<file path="src/dasf_consts.svh">
// timing counts and encodings for the debug probe attach machine
`ifndef DASF_CONSTS_SVH
`define DASF_CONSTS_SVH
`define DASF_CLK_MHZ            200
`define DASF_FAULT_US           25
`define DASF_FAULT_CYC          (`DASF_FAULT_US * `DASF_CLK_MHZ)
`define DASF_SHORT_DEB_US       10
`define DASF_SHORT_DEB_CYC      (`DASF_SHORT_DEB_US * `DASF_CLK_MHZ)
`define DASF_ATTACH_DEB_US      100
`define DASF_ATTACH_DEB_CYC     (`DASF_ATTACH_DEB_US * `DASF_CLK_MHZ)
`define DASF_TOGGLE_US          75
`define DASF_SRC_SHARE_PCT      30
`define DASF_SINK_SEES_OPEN_CYC       ((`DASF_TOGGLE_US * (100 - `DASF_SRC_SHARE_PCT) * `DASF_CLK_MHZ) / 100)
`define DASF_TIMER_W            20
`define DASF_CC_OPEN            2'h0
`define DASF_CC_PULLUP          2'h1
`define DASF_CC_PULLDN          2'h2
`define DASF_ROLE_SINK          2'h0
`define DASF_ROLE_SOURCE        2'h1
`define DASF_ROLE_DUAL          2'h2
`endif

</file>
<file path="src/dasf_pkg.sv">
// types for the debug probe attach machine
package dasf_pkg;
  typedef enum logic [6:0] {
    DASF_FAULT      = 7'b000_0001,
    DASF_SNK_IDLE   = 7'b000_0010,
    DASF_SNK_WAIT   = 7'b000_0100,
    DASF_SNK_ATT    = 7'b000_1000,
    DASF_SRC_IDLE   = 7'b001_0000,
    DASF_SRC_TRY    = 7'b010_0000,
    DASF_DISABLED   = 7'b100_0000
  } dasf_state_t;
endpackage : dasf_pkg

</file>
<file path="src/dasf_timer_if.sv">
// timer control between state machine and timer
`timescale 1ns/1ps
interface dasf_timer_if;
  logic        restart;
  logic [19:0] limit;
  logic        done;
  modport ctrl (output restart, output limit, input done);
  modport tmr  (input restart, input limit, output done);
endinterface : dasf_timer_if

</file>
<file path="src/dasf_attach_fsm.sv">
// attach state machine of a debug probe at a target receptacle
`timescale 1ns/1ps
`include "dasf_consts.svh"
module dasf_attach_fsm
  import dasf_pkg::*;
#(
  parameter logic [1:0]  PROBE_ROLE     = `DASF_ROLE_DUAL,
  parameter bit          FAULT_SUPPORT  = 1'b1,
  parameter bit          HAS_DISABLED   = 1'b0,
  parameter int unsigned FAULT_CYC      = `DASF_FAULT_CYC,
  parameter int unsigned SHORT_DEB_CYC  = `DASF_SHORT_DEB_CYC,
  parameter int unsigned ATTACH_DEB_CYC = `DASF_ATTACH_DEB_CYC,
  parameter int unsigned SINK_SEES_OPEN_CYC   = `DASF_SINK_SEES_OPEN_CYC
)
(
  input  wire logic       clk,
  input  wire logic       rst_n,
  input  wire logic [1:0] cc1_level,
  input  wire logic [1:0] cc2_level,
  input  wire logic       vbus_present,
  input  wire logic       orient_known,
  input  wire logic       fault_req,
  input  wire logic       role_swap_req,
  output logic      [6:0] conn_state,
  output logic            cc1_pulldown,
  output logic            cc2_pulldown,
  output logic            cc1_pullup,
  output logic            cc2_pullup,
  output logic            vbus_drive,
  output logic            vconn_drive,
  output logic            debug_connect,
  output logic            pd_enable,
  output logic            src_try_start
);
  typedef struct packed {
    logic [1:0]  cc1_m;
    logic [1:0]  cc2_m;
    logic [1:0]  cc1_s;
    logic [1:0]  cc2_s;
    logic        vb_m;
    logic        vb_s;
    dasf_state_t fsm;
    logic        cond_q;
    logic        cc1_pd;
    logic        cc2_pd;
    logic        cc1_pu;
    logic        cc2_pu;
    logic        dbg;
    logic        pd;
    logic        try_p;
  } dasf_st_t;

  dasf_st_t st;
  dasf_st_t next_st;
  dasf_timer_if tif ();

  dasf_timer u_timer (
    .clk   (clk),
    .rst_n (rst_n),
    .tif   (tif)
  );

  logic both_up;
  logic any_open;
  logic cond_now;
  logic tmr_done;
  logic dual;
  logic snk_only;
  dasf_state_t idle_st;

  assign dual     = (PROBE_ROLE == `DASF_ROLE_DUAL);
  assign snk_only = (PROBE_ROLE == `DASF_ROLE_SINK);
  assign idle_st  = snk_only ? DASF_SNK_IDLE : DASF_SRC_IDLE;
  // matching pull-ups required on both lines
  assign both_up  = (st.cc1_s == `DASF_CC_PULLUP) && (st.cc2_s == `DASF_CC_PULLUP);
  assign any_open = (st.cc1_s == `DASF_CC_OPEN) || (st.cc2_s == `DASF_CC_OPEN);

  // qualifying condition per state; a change restarts the timer
  always_comb begin
    case (st.fsm)
      DASF_SNK_IDLE: cond_now = any_open;
      DASF_SNK_WAIT: cond_now = any_open;
      default:       cond_now = 1'b0;
    endcase
  end

  // stale done from before a condition change is ignored
  assign tmr_done = tif.done && (cond_now == st.cond_q);

  // limit follows the state being entered, loaded on a state change
  always_comb begin
    case (next_st.fsm)
      DASF_FAULT:    tif.limit = FAULT_CYC[19:0];
      DASF_SNK_IDLE: tif.limit = SINK_SEES_OPEN_CYC[19:0];
      DASF_SNK_WAIT: tif.limit = any_open ? SHORT_DEB_CYC[19:0] : ATTACH_DEB_CYC[19:0];
      default:       tif.limit = FAULT_CYC[19:0];
    endcase
  end

  always_comb begin
    next_st       = st;
    next_st.cc1_m = cc1_level;
    next_st.cc2_m = cc2_level;
    next_st.cc1_s = st.cc1_m;
    next_st.cc2_s = st.cc2_m;
    next_st.vb_m  = vbus_present;
    next_st.vb_s  = st.vb_m;
    next_st.cond_q = cond_now;
    next_st.try_p = 1'b0;
    tif.restart   = (cond_now != st.cond_q);
    case (st.fsm)
      DASF_FAULT: begin
        if (tmr_done) begin
          next_st.fsm = idle_st;
        end
      end
      DASF_SNK_IDLE: begin
        if (both_up) begin
          next_st.fsm = DASF_SNK_WAIT;
        end else if (dual && (role_swap_req || (any_open && tmr_done))) begin
          next_st.fsm = DASF_SRC_IDLE;
        end
      end
      DASF_SNK_WAIT: begin
        if (any_open && tmr_done) begin
          next_st.fsm = dual ? DASF_SRC_IDLE : DASF_SNK_IDLE;
        end else if (!any_open && tmr_done && st.vb_s) begin
          next_st.fsm   = dual ? DASF_SRC_TRY : DASF_SNK_ATT;
          next_st.try_p = dual;
        end
      end
      DASF_SNK_ATT: begin
        if (!st.vb_s) begin
          next_st.fsm = DASF_SNK_IDLE;
        end
      end
      default: begin
      end
    endcase
    if (fault_req && st.fsm != DASF_FAULT) begin
      if (FAULT_SUPPORT) begin
        next_st.fsm = DASF_FAULT;
      end else begin
        next_st.fsm = HAS_DISABLED ? DASF_DISABLED : idle_st;
      end
    end
    if (next_st.fsm != st.fsm) begin
      tif.restart = 1'b1;
    end
    next_st.cc1_pd = (next_st.fsm == DASF_SNK_IDLE) || (next_st.fsm == DASF_SNK_WAIT)
                     || (next_st.fsm == DASF_SNK_ATT);
    next_st.cc2_pd = next_st.cc1_pd;
    next_st.cc1_pu = (next_st.fsm == DASF_SRC_IDLE) || (next_st.fsm == DASF_SRC_TRY);
    next_st.cc2_pu = next_st.cc1_pu;
    next_st.dbg    = (next_st.fsm == DASF_SNK_ATT);
    next_st.pd     = (next_st.fsm == DASF_SNK_ATT) && orient_known;
  end

  always_ff @(posedge clk or negedge rst_n) begin
    if (!rst_n) begin
      st        <= '0;
      st.fsm    <= DASF_SNK_IDLE;
      st.cc1_pd <= 1'b1;
      st.cc2_pd <= 1'b1;
    end else begin
      st <= next_st;
    end
  end

  assign conn_state    = st.fsm;
  assign cc1_pulldown  = st.cc1_pd;
  assign cc2_pulldown  = st.cc2_pd;
  assign cc1_pullup    = st.cc1_pu;
  assign cc2_pullup    = st.cc2_pu;
  assign vbus_drive    = 1'b0;
  assign vconn_drive   = 1'b0;
  assign debug_connect = st.dbg;
  assign pd_enable     = st.pd;
  assign src_try_start = st.try_p;
endmodule : dasf_attach_fsm

</file>
<file path="src/dasf_timer.sv">
// restartable down-counting timer
`timescale 1ns/1ps
`include "dasf_consts.svh"
module dasf_timer
  import dasf_pkg::*;
(
  input wire logic  clk,
  input wire logic  rst_n,
  dasf_timer_if.tmr tif
);
  typedef struct packed {
    logic [`DASF_TIMER_W-1:0] cnt;
    logic                     done;
  } dasf_tmr_t;
  dasf_tmr_t st;
  dasf_tmr_t next_st;

  always_comb begin
    next_st = st;
    if (tif.restart) begin
      next_st.cnt  = tif.limit;
      next_st.done = 1'b0;
    end else if (st.cnt != '0) begin
      next_st.cnt = st.cnt - 1'b1;
    end else begin
      next_st.done = 1'b1;
    end
  end

  always_ff @(posedge clk or negedge rst_n) begin
    if (!rst_n) begin
      st <= '0;
    end else begin
      st <= next_st;
    end
  end

  // registered only; the user masks a stale done in a restart cycle
  assign tif.done = st.done;
endmodule : dasf_timer

</file>
<file path="config.mk">
export PLATFORM = sky130hd
export DESIGN_NAME = dasf_attach_fsm
export DESIGN_NICKNAME = d
export VERILOG_FILES = /design/src/dasf_pkg.sv /design/src/dasf_timer_if.sv /design/src/dasf_attach_fsm.sv /design/src/dasf_timer.sv
export VERILOG_INCLUDE_DIRS = /design/src
export SDC_FILE = /design/constraint.sdc
export NUM_CORES = 1
export LEC_CHECK = 0
export BUFFER_PORTS_ARGS = -buffer_cell sky130_fd_sc_hd__buf_2
export CAP_MARGIN = 5
export CELL_PAD_IN_SITES_DETAIL_PLACEMENT = 1
export CELL_PAD_IN_SITES_GLOBAL_PLACEMENT = 1
export CORE_UTILIZATION = 25
export DETAILED_ROUTE_END_ITERATION = 10
export PLACE_DENSITY = 0.6
export RECOVER_POWER = 100
export SLEW_MARGIN = 0
export SYNTH_ARGS = -nofsm -noshare
export SYNTH_HDL_FRONTEND = slang
export SYNTH_SLANG_ARGS = --single-unit
</file>
<file path="constraint.sdc">
create_clock -name clk -period 7.7 [get_ports clk]
set_input_delay 1.155 -clock clk [delete_from_list [all_inputs] [get_ports clk]]
set_output_delay 1.155 -clock clk [all_outputs]
set_load 0.01 [all_outputs]
</file>
* Word-level counts from Yosys, hierarchy flattened
Cells that the tools add are included.
** Storage, ports and cells
- Flip-flop bits (word level) :: 44
- Output and inout port bits :: 16
- Bits of input ports :: 10
** Operators by class
- Muxes and demuxes :: 18
- Add/sub/neg operators :: 1
- Equality and inequality tests :: 16
- Reduce and logical (&&, ||, !) cells :: 18
** Operators by type and width (count)
- $mux W7 :: 7
- $pmux W15 S2 :: 1
- $pmux W7 S4 :: 1
- $mux W21 :: 1
- $mux W20 :: 1
- $reduce_bool A20 Y1 :: 1
- $sub A20 B1 Y20 const B :: 1
- $mux W15 :: 1
- $eq A7 B2 Y1 const B :: 2
- $eq A7 B3 Y1 const B :: 2
- $eq A7 B4 Y1 const B :: 2
- $eq A7 B1 Y1 const B :: 1
- $eq A7 B5 Y1 const B :: 1
- $eq A7 B6 Y1 const B :: 1
- $logic_and A1 B1 Y1 :: 7
- $ne A7 B1 Y1 const B :: 1
- $ne A7 B7 Y1 :: 1
- $mux W1 :: 6
- $logic_or A1 B1 Y1 :: 5
- $eq A2 B1 Y1 const B :: 2
- $logic_not A2 Y1 :: 2
- $ne A2 B2 Y1 const B :: 1
- $reduce_bool A2 Y1 :: 1
- $reduce_or A2 Y1 :: 1
- other kinds (3) :: 3

* Logic depth before layout (Yosys ltp)
Gate-level depths: netlist of the first run.
- Depth after elaboration :: 14
- Depth in mapped cells :: 10
- Gate-level depth less buffers :: 9

* By module
A second synthesis of the first run with hierarchy kept.
** Second synthesis, totals
- Cells, all modules :: 290
- Area, all modules :: 2758.9 sq um
** By module, submodules not included
- dasf_attach_fsm :: area an instance 1473.9 sq um, cells an instance 154, times used 1
- dasf_timer :: area an instance 1285.0 sq um, cells an instance 136, times used 1

* Worst setup path before layout of the first run
OpenSTA, ideal clock, no wires.
- Path kind :: input to register
- Start point :: in fault_req
- End point :: reg u_timer.st[10] in the netlist's numbering
- Setup slack :: 4.688 ns
- Required time :: 7.572 ns
- Stages :: 7
- Setup time :: 0.128 ns
- Arrival :: 2.884 ns
- Cells stage by stage :: clkbuf_1 -> a21boi_0 -> or4_4 -> o2bb2ai_4 -> a211o_4 -> buf_6 -> mux2_1
** RTL lines
- from (decl) :: RTL line dasf_attach_fsm.sv:22 : input wire logic fault_req,
- to (signal assigned) :: RTL line dasf_timer.sv:34 : st <= next_st;
- to (decl) :: RTL line dasf_timer.sv:15 : dasf_tmr_t st;

==> results of run 1 <==
-- routing by layer --
| layer | vias up | global-route usage [%] |
|---|---|---|
| met5 | - | 0 |
| met4 | 0 | 4.24 |
| met3 | 6 | 2.07 |
| met2 | 43 | 21.5 |
| met1 | 944 | 16.0 |
| li1 | 885 | - |
-- worst max-delay path by stage --
stage,startpoint,endpoint,slack [ps],cells after the start
after detailed placement,conn_state[0],u_timer.st[9],4400,7
after global routing,conn_state[1],u_timer.st[9],3150,7
final,conn_state[1],u_timer.st[9],3420,7
after floorplan,fault_req,u_timer.st[10],4690,7
after global placement,conn_state[0],u_timer.st[9],4420,7
after CTS,conn_state[0],u_timer.st[9],4370,7
-- cells by family after synthesis --
group                      after synthesis
and+or+nand+nor                         95
AOI/OAI and AO/OA                       48
DFF                                     44
buffers and inverters                   28
xor gates and xnor gates                21
muxes                                    2
adders and majority gates                1
other                                    1
-- sequential cells by signal, indices dropped and copies added (netlist names), 5 cells and up --
signal and cells:
u_timer.st 20, st 6, conn_state 7, next_st 5
-- where the power goes --
group	internal, W	switching [W]
clock	0.0000727	0.0000826
sequential	0.000272	0.0000461
combinational	0.000111	0.000161
-- placed cells by master (no fill, tap or decap), types with 3 or more instances in the layout --
master / synthesis / routed
clkbuf_1: 3 / 14
buf_2: 3 / 9
o21ai_0: 6 / 7
nand4_1: 3 / 4
dfrtp_1: 42 / 42
nand2b_1: 4 / 4
a21oi_1: 9 / 9
nand2_1: 9 / 9
clkbuf_8: 0 / 6
xor2_1: 7 / 7
or3_1: 3 / 3
nor4_1: 9 / 9
xnor2_1: 14 / 14
or4_1: 5 / 7
nor2_1: 24 / 24
nor3_1: 10 / 10
o22ai_1: 5 / 5
inv_1: 9 / 9
nor4b_1: 2 / 3
nor2b_1: 3 / 3
nand3_1: 4 / 4
-- cell type report --
class / instances / area [um^2]
fill: 1103 / 6810
multi-input combinational: 169 / 1110
sequential: 44 / 1100
tap: 129 / 161
timing repair buffer: 23 / 97.6
clock buffer: 6 / 82.6
inverter: 9 / 33.8
clock inverter: 2 / 15.0
-- through the flow --
stage          setup slack, ps  std cells
2_1_floorplan             4690        241
3_3_place_gp              4420        374
3_5_place_dp              4400        374
4_1_cts                   4370        382
5_1_grt                   3150        382
6_report                  3420        382
-- critical path, stage by stage, from the launching register on --
cell       delay (ps)
dfstp_1           680
or4b_1            570
or3_1             410
or4_1             540
o2bb2ai_1         470
a211o_1           710
nand4_1           440
o22a_1            340
==> metrics.md, run 1 <==
| Metric | Value |
|---|---|
| Status | `finished with violations` |
| Failing checks | `capacitance limit, slew limit` |
| Top FF cell, synth | `dfrtp_1` |
| Number of I/O port buffers | `23` |
| DRC viols | `0` |
| Slew @ Worst Pin | `between 2000 and 2500 ps` |
| Critical path arrival | `4460 ps` |
| Mean number of vias per cell | `approximately 4.9` |
| Synthesized area per cell | `10.3 um^2` |
| Clock Tree Buf Depth | `2` |
| Detailed placement HPWL | `4170 um` |
| Worst EP required | `a little under 8000 ps` |
| Hold Path Origin | `next_st[17]` |
| Max VDD drop | `~0.1 mV` |
| H-tree lvl count | `2` |
| Core region area | `approximately 0.0094 mm^2` |
| Yosys warns | `0` |
| Total power after layout | `0.000745 W` |
| CP Class | `flop to flop` |
| CTS tree | `built` |
| Hold Crit Class | `flop to flop` |
| Final Routed Wirelength | `5800 um` |
| Yosys top cell area share | `about 43%` |
| Vias in the first global route | `~1.9k` |
| Async set or reset register ratio after synthesis | `100%` |
| Post-DRT Antenna Nets | `0` |
| Layout cells sized above 1 | `9.49%` |
| Hold path cells | `0` |
| Antenna diodes | `0` |
| Clk_lat worst skew | `about 300 ps` |
| Max Cap Violations | `1` |
| RSZ-0062 raised after global routing | `false` |
| Top routing layer used | `met4` |
| Yosys reg bits | `44` |
| Proportion of synthesized area in mux cells | `less than 1%` |
| Final Core Density | `roughly 28%` |
| Crit-path max FO | `23` |
| Chip width | `roughly 100 um` |
| Clock Skew | `8.44 ps` |
| Vias | `about 1.9k` |
| Setup-failing EPs final | `0` |
| Worst reg-to-reg setup slack | `between 3000 and 4000 ps` |
| Area grow syn2layout | `5.48%` |
| Synth Area in Simple Gates | `23.5%` |
| Total GRT Usage | `12.5%` |
| Synth area leaders | `dfrtp_1 43%, xnor2_1 5.0%, nor2_1 3.7%, buf_4 3.3%, xor2_1 2.5%` |
| Fin nets | `between 200 and 300` |
| TritonCTS Sinks | `between 40 and 50` |
| Synth Area in Compound Gates | `16.1%` |
| Cts bufs inserted | `5` |
| DIE AREA | `between 0.01 and 0.015 mm^2` |
| Final hold viol count | `0` |
| Adder-cell share of the synthesized area | `less than 1%` |
| Post-Syn Area | `about 0.0025 mm^2` |
| Initial Util | `around a quarter` |
| GPL Wtd Cong | `0.870` |
| Initial drt markers | `between 60 and 70` |
| GRT Residual Overflow | `0` |
| # rows | `35` |
| Met3 wire len | `179 um` |
| Pwr Density | `~290 mW/mm^2` |
| Die Height | `slightly above 100 um` |
| Post-Synth XOR/XNOR Area | `between 7 and 8%` |
| Relative slew slack | `-62.3%` |
| Final worst path period share | `55.6%` |
| Global-route wire length before repair | `10,000 um` |
| Drt first pass iters | `4` |
| RR Endpoint | `u_timer.st[9]` |
| Max Slew Vio Count | `45` |
| Final instance area | `approximately 0.0026 mm^2` |
| Total negative slack | `0 ps` |
| Setup crit end kind | `flop` |
| Commonest cells in the netlist | `42 x dfrtp_1, 24 x nor2_1, 14 x xnor2_1, 11 x buf_4, 10 x nor3_1` |
| Routed wl met2 | `between 2000 and 3000 um` |
| Leakage power figure | `0.991 nW` |
| WHS Endpoint | `st[17]` |
| Sequential cell area fraction in the yosys report | `about 45%` |
| Placed Area | `0.00262 mm^2` |
| Crit start category | `flop` |
| Post-CTS Setup Inserts | `0` |
| Largest net degree at the start of global routing | `45` |
| Most common cell in the netlist | `dfrtp_1` |
| Main combinational cell family by area after synthesis | `simple AND/OR/NAND/NOR gates` |
| Post-synth top area cell | `dfrtp_1` |
| Hold buffer count at CTS | `0` |
| Number of synthesized flops with an enable pin | `0` |
| R2R Path Start | `conn_state[1]` |
| Root buffer selected by CTS | `clkbuf_8` |
| Syn Inst Count | `240` |
| F_max | `between 0.2 and 0.25 GHz` |
| Worst R2R Path Depth | `7` |
| Netlist cell types | `63` |
| Met1 Routed Length | `~2700 um` |
| # resized after CTS | `0` |
| Mean routed wirelength per cell | `roughly 15 um` |
| Num ports | `26` |
| Min Clock Period, post-route | `4280 ps` |
| Hold slack | `about 350 ps` |
| Clk pin slew, worst setup/hold paths | `approximately 80 ps` |
| Initial antenna violation count | `0` |
Power figures use the tool's default switching activity.
==> run 2: changes to the inputs <==
PLACE_DENSITY = 0.62   (was 0.6)
clock period = 3.8 ns   (was 7.7 ns; I/O delays follow)
==> run 2 against run 1 <==
The run still ends with capacitance limit, slew limit left. Global-route usage barely moved. Hold slack better by 4.4 ps. Critical endpoint unchanged. Register-to-register slack got worse by 3000 ps. First-iteration DRC count is 2.9% lower. Highest routed layer unchanged. Largest cell class unchanged. Sequential power grew 100%. Die area did not move. Maximum frequency is 27% higher. Combinational power grew 120%. Total power is 120% higher. Clock power grew 140%. Critical path depth did not move.
==> metrics.md, run 2 (synthesized netlist as in run 1, its figures left out) <==
| Metric | Value |
|---|---|
| Crit path buf inv count | `0 (unchanged)` |
| Final hold viol count | `0 (unchanged)` |
| H-tree lvl count | `2 (unchanged)` |
| Max Cap Violations | `1 (unchanged)` |
| Die Height | `101 um (unchanged)` |
| # rows | `35 (unchanged)` |
| Setup-failing EPs final | `0 (unchanged)` |
| Chip width | `101 um (unchanged)` |
| Initial antenna violation count | `0 (unchanged)` |
| Initial drt markers | `66 (-2.9%)` |
| Max Slew Vio Count | `45 (unchanged)` |
| Antenna diodes | `0 (unchanged)` |
| Post-CTS Setup Inserts | `0 (unchanged)` |
| TritonCTS Sinks | `44 (unchanged)` |
| Top delay family on crit path | `simple AND/OR/NAND/NOR gates` |
| Final worst path period share | `89.0% (+33 points)` |
| Max reg flops | `20 (unchanged)` |
| Num ports | `26 (unchanged)` |
| Crit-path max FO | `23 (unchanged)` |
| Pwr Density | `600 mW/mm^2 (+110%)` |
| CTS tree | `built` |
| Total GRT Usage | `12.5% (-0.031 points)` |
| Setup crit end kind | `flop` |
| DIE AREA | `0.0103 mm^2 (unchanged)` |
| Root buffer selected by CTS | `clkbuf_8` |
| Global-route wire length before repair | `10,100 um (+0.83%)` |
| # resized after CTS | `0 (unchanged)` |
| Critical path's largest stage delay | `680 ps (-30 ps)` |
| Slowest-stage cell, CP | `dfstp_1` |
| Mean number of vias per cell | `4.87 (-0.92%)` |
| Clk_lat worst skew | `300 ps (about the same)` |
| Min Clock Period, post-route | `3380 ps (-898 ps)` |
| F_max | `0.296 GHz (+27%)` |
| Initial Util | `26.2% (unchanged)` |
| RSZ-0062 raised after global routing | `false` |
| Final WS setup | `419 ps (-3000 ps)` |
| Vias | `1,885 (+0.37%)` |
| Clk pin slew, worst setup/hold paths | `90 ps (about the same)` |
| Clock Skew | `9.62 ps (+1.18 ps)` |
| Vias in the first global route | `2,015 (+4.7%)` |
| Mean routed wirelength per cell | `15.8 um (+3.7%)` |
| GPL Wtd Cong | `0.838 (-3.6%)` |
| Cts bufs inserted | `5 (unchanged)` |
| Drt first pass iters | `4 (unchanged)` |
| Layout cells sized above 1 | `13.6% (+4.1 points)` |
| Number of I/O port buffers | `23 (unchanged)` |
| DRC viols | `0 (unchanged)` |
| Largest Register | `u_timer.st` |
| GRT Residual Overflow | `0 (unchanged)` |
| Slew @ Worst Pin | `2410 ps (-25.2 ps)` |
| Post-place setup slack | `576 ps (-3820 ps)` |
| Total negative slack | `0 ps (unchanged)` |
| Cells along the critical path | `or4b_1 > or3_1 > or4_1 > o2bb2ai_4 > a211o_4 > nand4_4 > o22a_1` |
| Most frequent cells in the layout | `42 x dfrtp_1, 24 x nor2_1, 14 x xnor2_1, 14 x clkbuf_1` |
| Most common cell after layout, fill and taps aside | `dfrtp_1` |
| Hold Crit Class | `flop to flop` |
| Relative slew slack | `-60.7% (+1.7 points)` |
| Clock Tree Buf Depth | `2 (unchanged)` |
| Max VDD drop | `0.241 mV (+150%)` |
| Post-DRT Antenna Nets | `0 (unchanged)` |
| Crit start category | `flop` |
| Fin nets | `268 (+1.9%)` |
| Leakage power figure | `1.03 nW (+4.2%)` |
| Worst EP required | `4000 ps (-3890 ps)` |
| Final Routed Wirelength | `6100 um (+5.0%)` |
| Largest net degree at the start of global routing | `45 (unchanged)` |
| Failing checks | `capacitance limit, slew limit` |
| Critical path arrival | `3580 ps (-880 ps)` |
| Core region area | `0.00942 mm^2 (unchanged)` |
| Detailed placement HPWL | `4420 um (+5.9%)` |
| Area grow syn2layout | `9.99%` |
| Hold buffer count at CTS | `0 (unchanged)` |
| CP Class | `flop to flop` |
| Status | `finished with violations` |
[run 2: layout make-up]
class	count	area, um^2
repair buffers	28	133
clock buffers	5	68.8
fillers	1094	6700
multi-input cells	169	1170
flip-flops and latches	44	1100
well taps	129	161
inverters	9	33.8
clock inverters	3	46.3
[run 2: worst register-to-register path, stage by stage (launching register included)]
cell       delay, ps
dfstp_1          680
or4b_1           570
or3_1            410
or4_1            590
o2bb2ai_4        250
a211o_4          340
nand4_4          200
o22a_1           250
[run 2: per-stage QoR]
stage	util (%)	cell area (um^2)	hold slack, ps	instances	power [W]
3_3_place_gp	28.2	2650	335	379	0.00128
3_5_place_dp	28.2	2650	339	379	0.00129
4_1_cts	29.4	2770	361	387	0.00167
2_1_floorplan	-	2470	274	241	0.00116
6_report	28.8	2710	358	387	0.00163
5_1_grt	28.8	2710	355	387	0.00174
[run 2: worst paths after layout]
| kind | startpoint | to | slack, ps | cells past startpoint |
|---|---|---|---|---|
| min in group asynchronous | rst_n | u_timer.st[20] | 1000 | 1 |
| worst min register to register | next_st[20] | st[20] | 360 | 0 |
| worst max register to register | conn_state[1] | u_timer.st[9] | 420 | 7 |
| worst max-delay path | conn_state[1] | u_timer.st[9] | 420 | 7 |
| worst min-delay path | next_st[20] | st[20] | 360 | 0 |
| max in group asynchronous | rst_n | conn_state[4] | 1440 | 1 |
[run 2: power breakdown]
group	total (W)	switching, W	internal, W
Clock	0.000373	0.000175	0.000198
Sequential	0.000649	0.0000985	0.000551
Combinational	0.000607	0.000348	0.000259
[run 2: metal layers]
metal	up-vias	track usage [%]	routed length [um]
li1	895	-	-
met1	940	16.8	3000
met2	44	20.3	2810
met3	6	2.21	230
met4	0	4.24	60
met5	-	0	0
==> run 3: changes to the inputs <==
CAP_MARGIN = 20   (was 5)
CELL_PAD_IN_SITES_DETAIL_PLACEMENT = 0   (was 1)
==> run 3 against run 2 <==
Critical endpoint unchanged. The flow still finishes with violations (capacitance limit, slew limit). Global-route usage down 1.3 points. Via count is 0.53% lower. Utilization rose by 0.093 points. Final area grew 0.32%. Wire length shrank 10%. Maximum frequency up 0.67%. Clock skew shrank 5.4 ps.
==> metrics.md, run 3 (synthesized netlist as in run 1, its figures left out) <==
| Metric | Value |
|---|---|
| Status | `finished with violations` |
| Failing checks | `capacitance limit, slew limit` |
| Critical path arrival | `3550 ps (-30 ps)` |
| Relative slew slack | `-38.7% (+22 points)` |
| Final worst path period share | `88.4% (-0.59 points)` |
| Pwr Density | `588 mW/mm^2 (-2.1%)` |
| Vias in the first global route | `1,749 (-13%)` |
| WP depth | `7 (unchanged)` |
| Leakage power figure | `1.03 nW (-0.25%)` |
| Slowest-stage cell, CP | `dfstp_1` |
| F_max | `0.298 GHz (+0.67%)` |
| Area grow syn2layout | `10.3%` |
| # resized after CTS | `0 (unchanged)` |
| Global-route wire length before repair | `8930 um (-12%)` |
| Crit start category | `flop` |
| Largest Register | `u_timer.st` |
| Number of I/O port buffers | `23 (unchanged)` |
| Cells along the critical path | `or4b_1 > or3_1 > or4_1 > o2bb2ai_4 > a211o_4 > nand4_4 > o22a_1` |
| Switching Power | `0.000592 W (-4.6%)` |
| Setup-failing EPs final | `0 (unchanged)` |
| Final Core Density | `28.9% (+0.093 points)` |
| Max Slew Vio Count | `39 (-13%)` |
| Num ports | `26 (unchanged)` |
| Most common cell after layout, fill and taps aside | `dfrtp_1` |
| Worst reg-to-reg setup slack | `440 ps (+20 ps)` |
| Internal power | `0.00101 W (about the same)` |
| Most frequent cells in the layout | `42 x dfrtp_1, 24 x nor2_1, 16 x clkbuf_1` |
| Total negative slack | `0 ps (unchanged)` |
| Setup crit end kind | `flop` |
| DIE AREA | `0.0103 mm^2 (unchanged)` |
| Initial drt markers | `67 (+1.5%)` |
| GRT Residual Overflow | `0 (unchanged)` |
| Seq pwr share | `40.1% (+0.3 points)` |
| Layout cells sized above 1 | `13.9% (+0.33 points)` |
| Fraction of power spent switching nets | `37.0% (-1.1 points)` |
| Clk_lat worst skew | `290 ps (about the same)` |
| Antenna diodes | `0 (unchanged)` |
| Clk pin slew, worst setup/hold paths | `90 ps (about the same)` |
| RSZ-0062 raised after global routing | `false` |
| Min Clock Period, post-route | `3360 ps (-22.5 ps)` |
| Hold Crit Class | `primary input to asynchronous set/reset pin` |
| Final hold viol count | `0 (unchanged)` |
| Root buffer selected by CTS | `clkbuf_8` |
| DRC viols | `0 (unchanged)` |
| Core region area | `0.00942 mm^2 (unchanged)` |
| Post-CTS Setup Inserts | `0 (unchanged)` |
| Chip width | `101 um (unchanged)` |
| Die Height | `101 um (unchanged)` |
| Worst EP required | `3990 ps (about the same)` |
| Share of total power in combinational logic | `37.3% (about the same)` |
| Hold buffer count at CTS | `0 (unchanged)` |
| Vias | `1,875 (-0.53%)` |
| CP Class | `flop to flop` |
| Mean number of vias per cell | `4.83 (-0.79%)` |
| Initial Util | `26.2% (unchanged)` |
| GPL Wtd Cong | `0.838 (unchanged)` |
| Fin nets | `269 (+0.37%)` |
| Crit path buf inv count | `0 (unchanged)` |
| Top delay family on crit path | `simple AND/OR/NAND/NOR gates` |
| Initial antenna violation count | `0 (unchanged)` |
| Crit-path max FO | `23 (unchanged)` |
| Mean routed wirelength per cell | `14.1 um (-11%)` |
| Clock Skew | `4.18 ps (-5.43 ps)` |
| Post-DRT Antenna Nets | `0 (unchanged)` |
| Slew @ Worst Pin | `2080 ps (-329 ps)` |
| H-tree lvl count | `2 (unchanged)` |
| Max reg flops | `20 (unchanged)` |
| # fillers | `1,009 (-7.8%)` |
| CTS tree | `built` |
| Worst R2R Path Depth | `7 (unchanged)` |
| Clock Tree Buf Depth | `2 (unchanged)` |
| Critical path's largest stage delay | `700 ps (+20 ps)` |
| TritonCTS Sinks | `44 (unchanged)` |
| Max VDD drop | `0.173 mV (-28%)` |
| Clk pwr share | `22.6% (-0.3 points)` |
| Total GRT Usage | `11.2% (-1.3 points)` |
| Drt first pass iters | `4 (unchanged)` |
| Detailed placement HPWL | `3940 um (-11%)` |
| Largest net degree at the start of global routing | `45 (unchanged)` |
| Final Routed Wirelength | `5460 um (-10%)` |
| Cts bufs inserted | `5 (unchanged)` |
| Max Cap Violations | `1 (unchanged)` |
| # rows | `35 (unchanged)` |
[run 3: power groups by stage]
| stage | logic [W] | registers (W) | clock network, W |
|---|---|---|---|
| finish | 0.000598 | 0.000641 | 0.000362 |
| global route | 0.000661 | 0.000659 | 0.000392 |
| CTS | 0.000628 | 0.000641 | 0.000376 |
| detailed placement | 0.000628 | 0.000648 | 0 |
| global placement | 0.000633 | 0.000651 | 0 |
| floorplan | 0.000541 | 0.000622 | 0 |
[run 3: stage by stage]
stage	hold WS (ps)	instances	total power [W]	area [um^2]	setup slack, ps
after floorplan	274	241	0.00116	2470	855
after global placement	335	379	0.00128	2650	581
after detailed placement	335	379	0.00128	2650	573
after CTS	355	387	0.00165	2770	555
after global routing	178	388	0.00171	2720	277
final	152	388	0.00160	2720	442
[run 3: final timing paths]
kind                               startpoint       endpoint
max in group asynchronous               rst_n         st[17]
worst min-delay path                    rst_n     cc2_pullup
worst max-delay path            conn_state[1]  u_timer.st[9]
worst max register to register  conn_state[1]  u_timer.st[9]
worst min register to register    next_st[17]         st[17]
min in group clk                  next_st[17]         st[17]
[run 3: worst register-to-register path, cell delays in order, from the launching register on]
cell and delay (ps):
dfstp_1 700, or4b_1 570, or3_1 400, or4_1 580, o2bb2ai_4 250, a211o_4 330, nand4_4 180, o22a_1 250
[run 3: layer usage]
| layer | part of all wire (%) | vias to the layer above | track usage (%) | wire length, um |
|---|---|---|---|---|
| li1 | - | 905 | - | - |
| met1 | 47 | 899 | 15.4 | 2580 |
| met2 | 46 | 63 | 17.3 | 2520 |
| met3 | 4.7 | 8 | 2.21 | 258 |
| met4 | 1.9 | 0 | 4.68 | 101 |
| met5 | 0 | - | 0 | 0 |
[run 3: final cells by class]
cell class	instances	area, um^2	area share [%]
clock inverter	3	42.5	1.56
multi-input combinational	169	1180	43.2
sequential	44	1100	40.5
inverter	9	33.8	1.24
tap	129	161	5.93
timing repair buffer	29	135	4.96
clock buffer	5	68.8	2.53
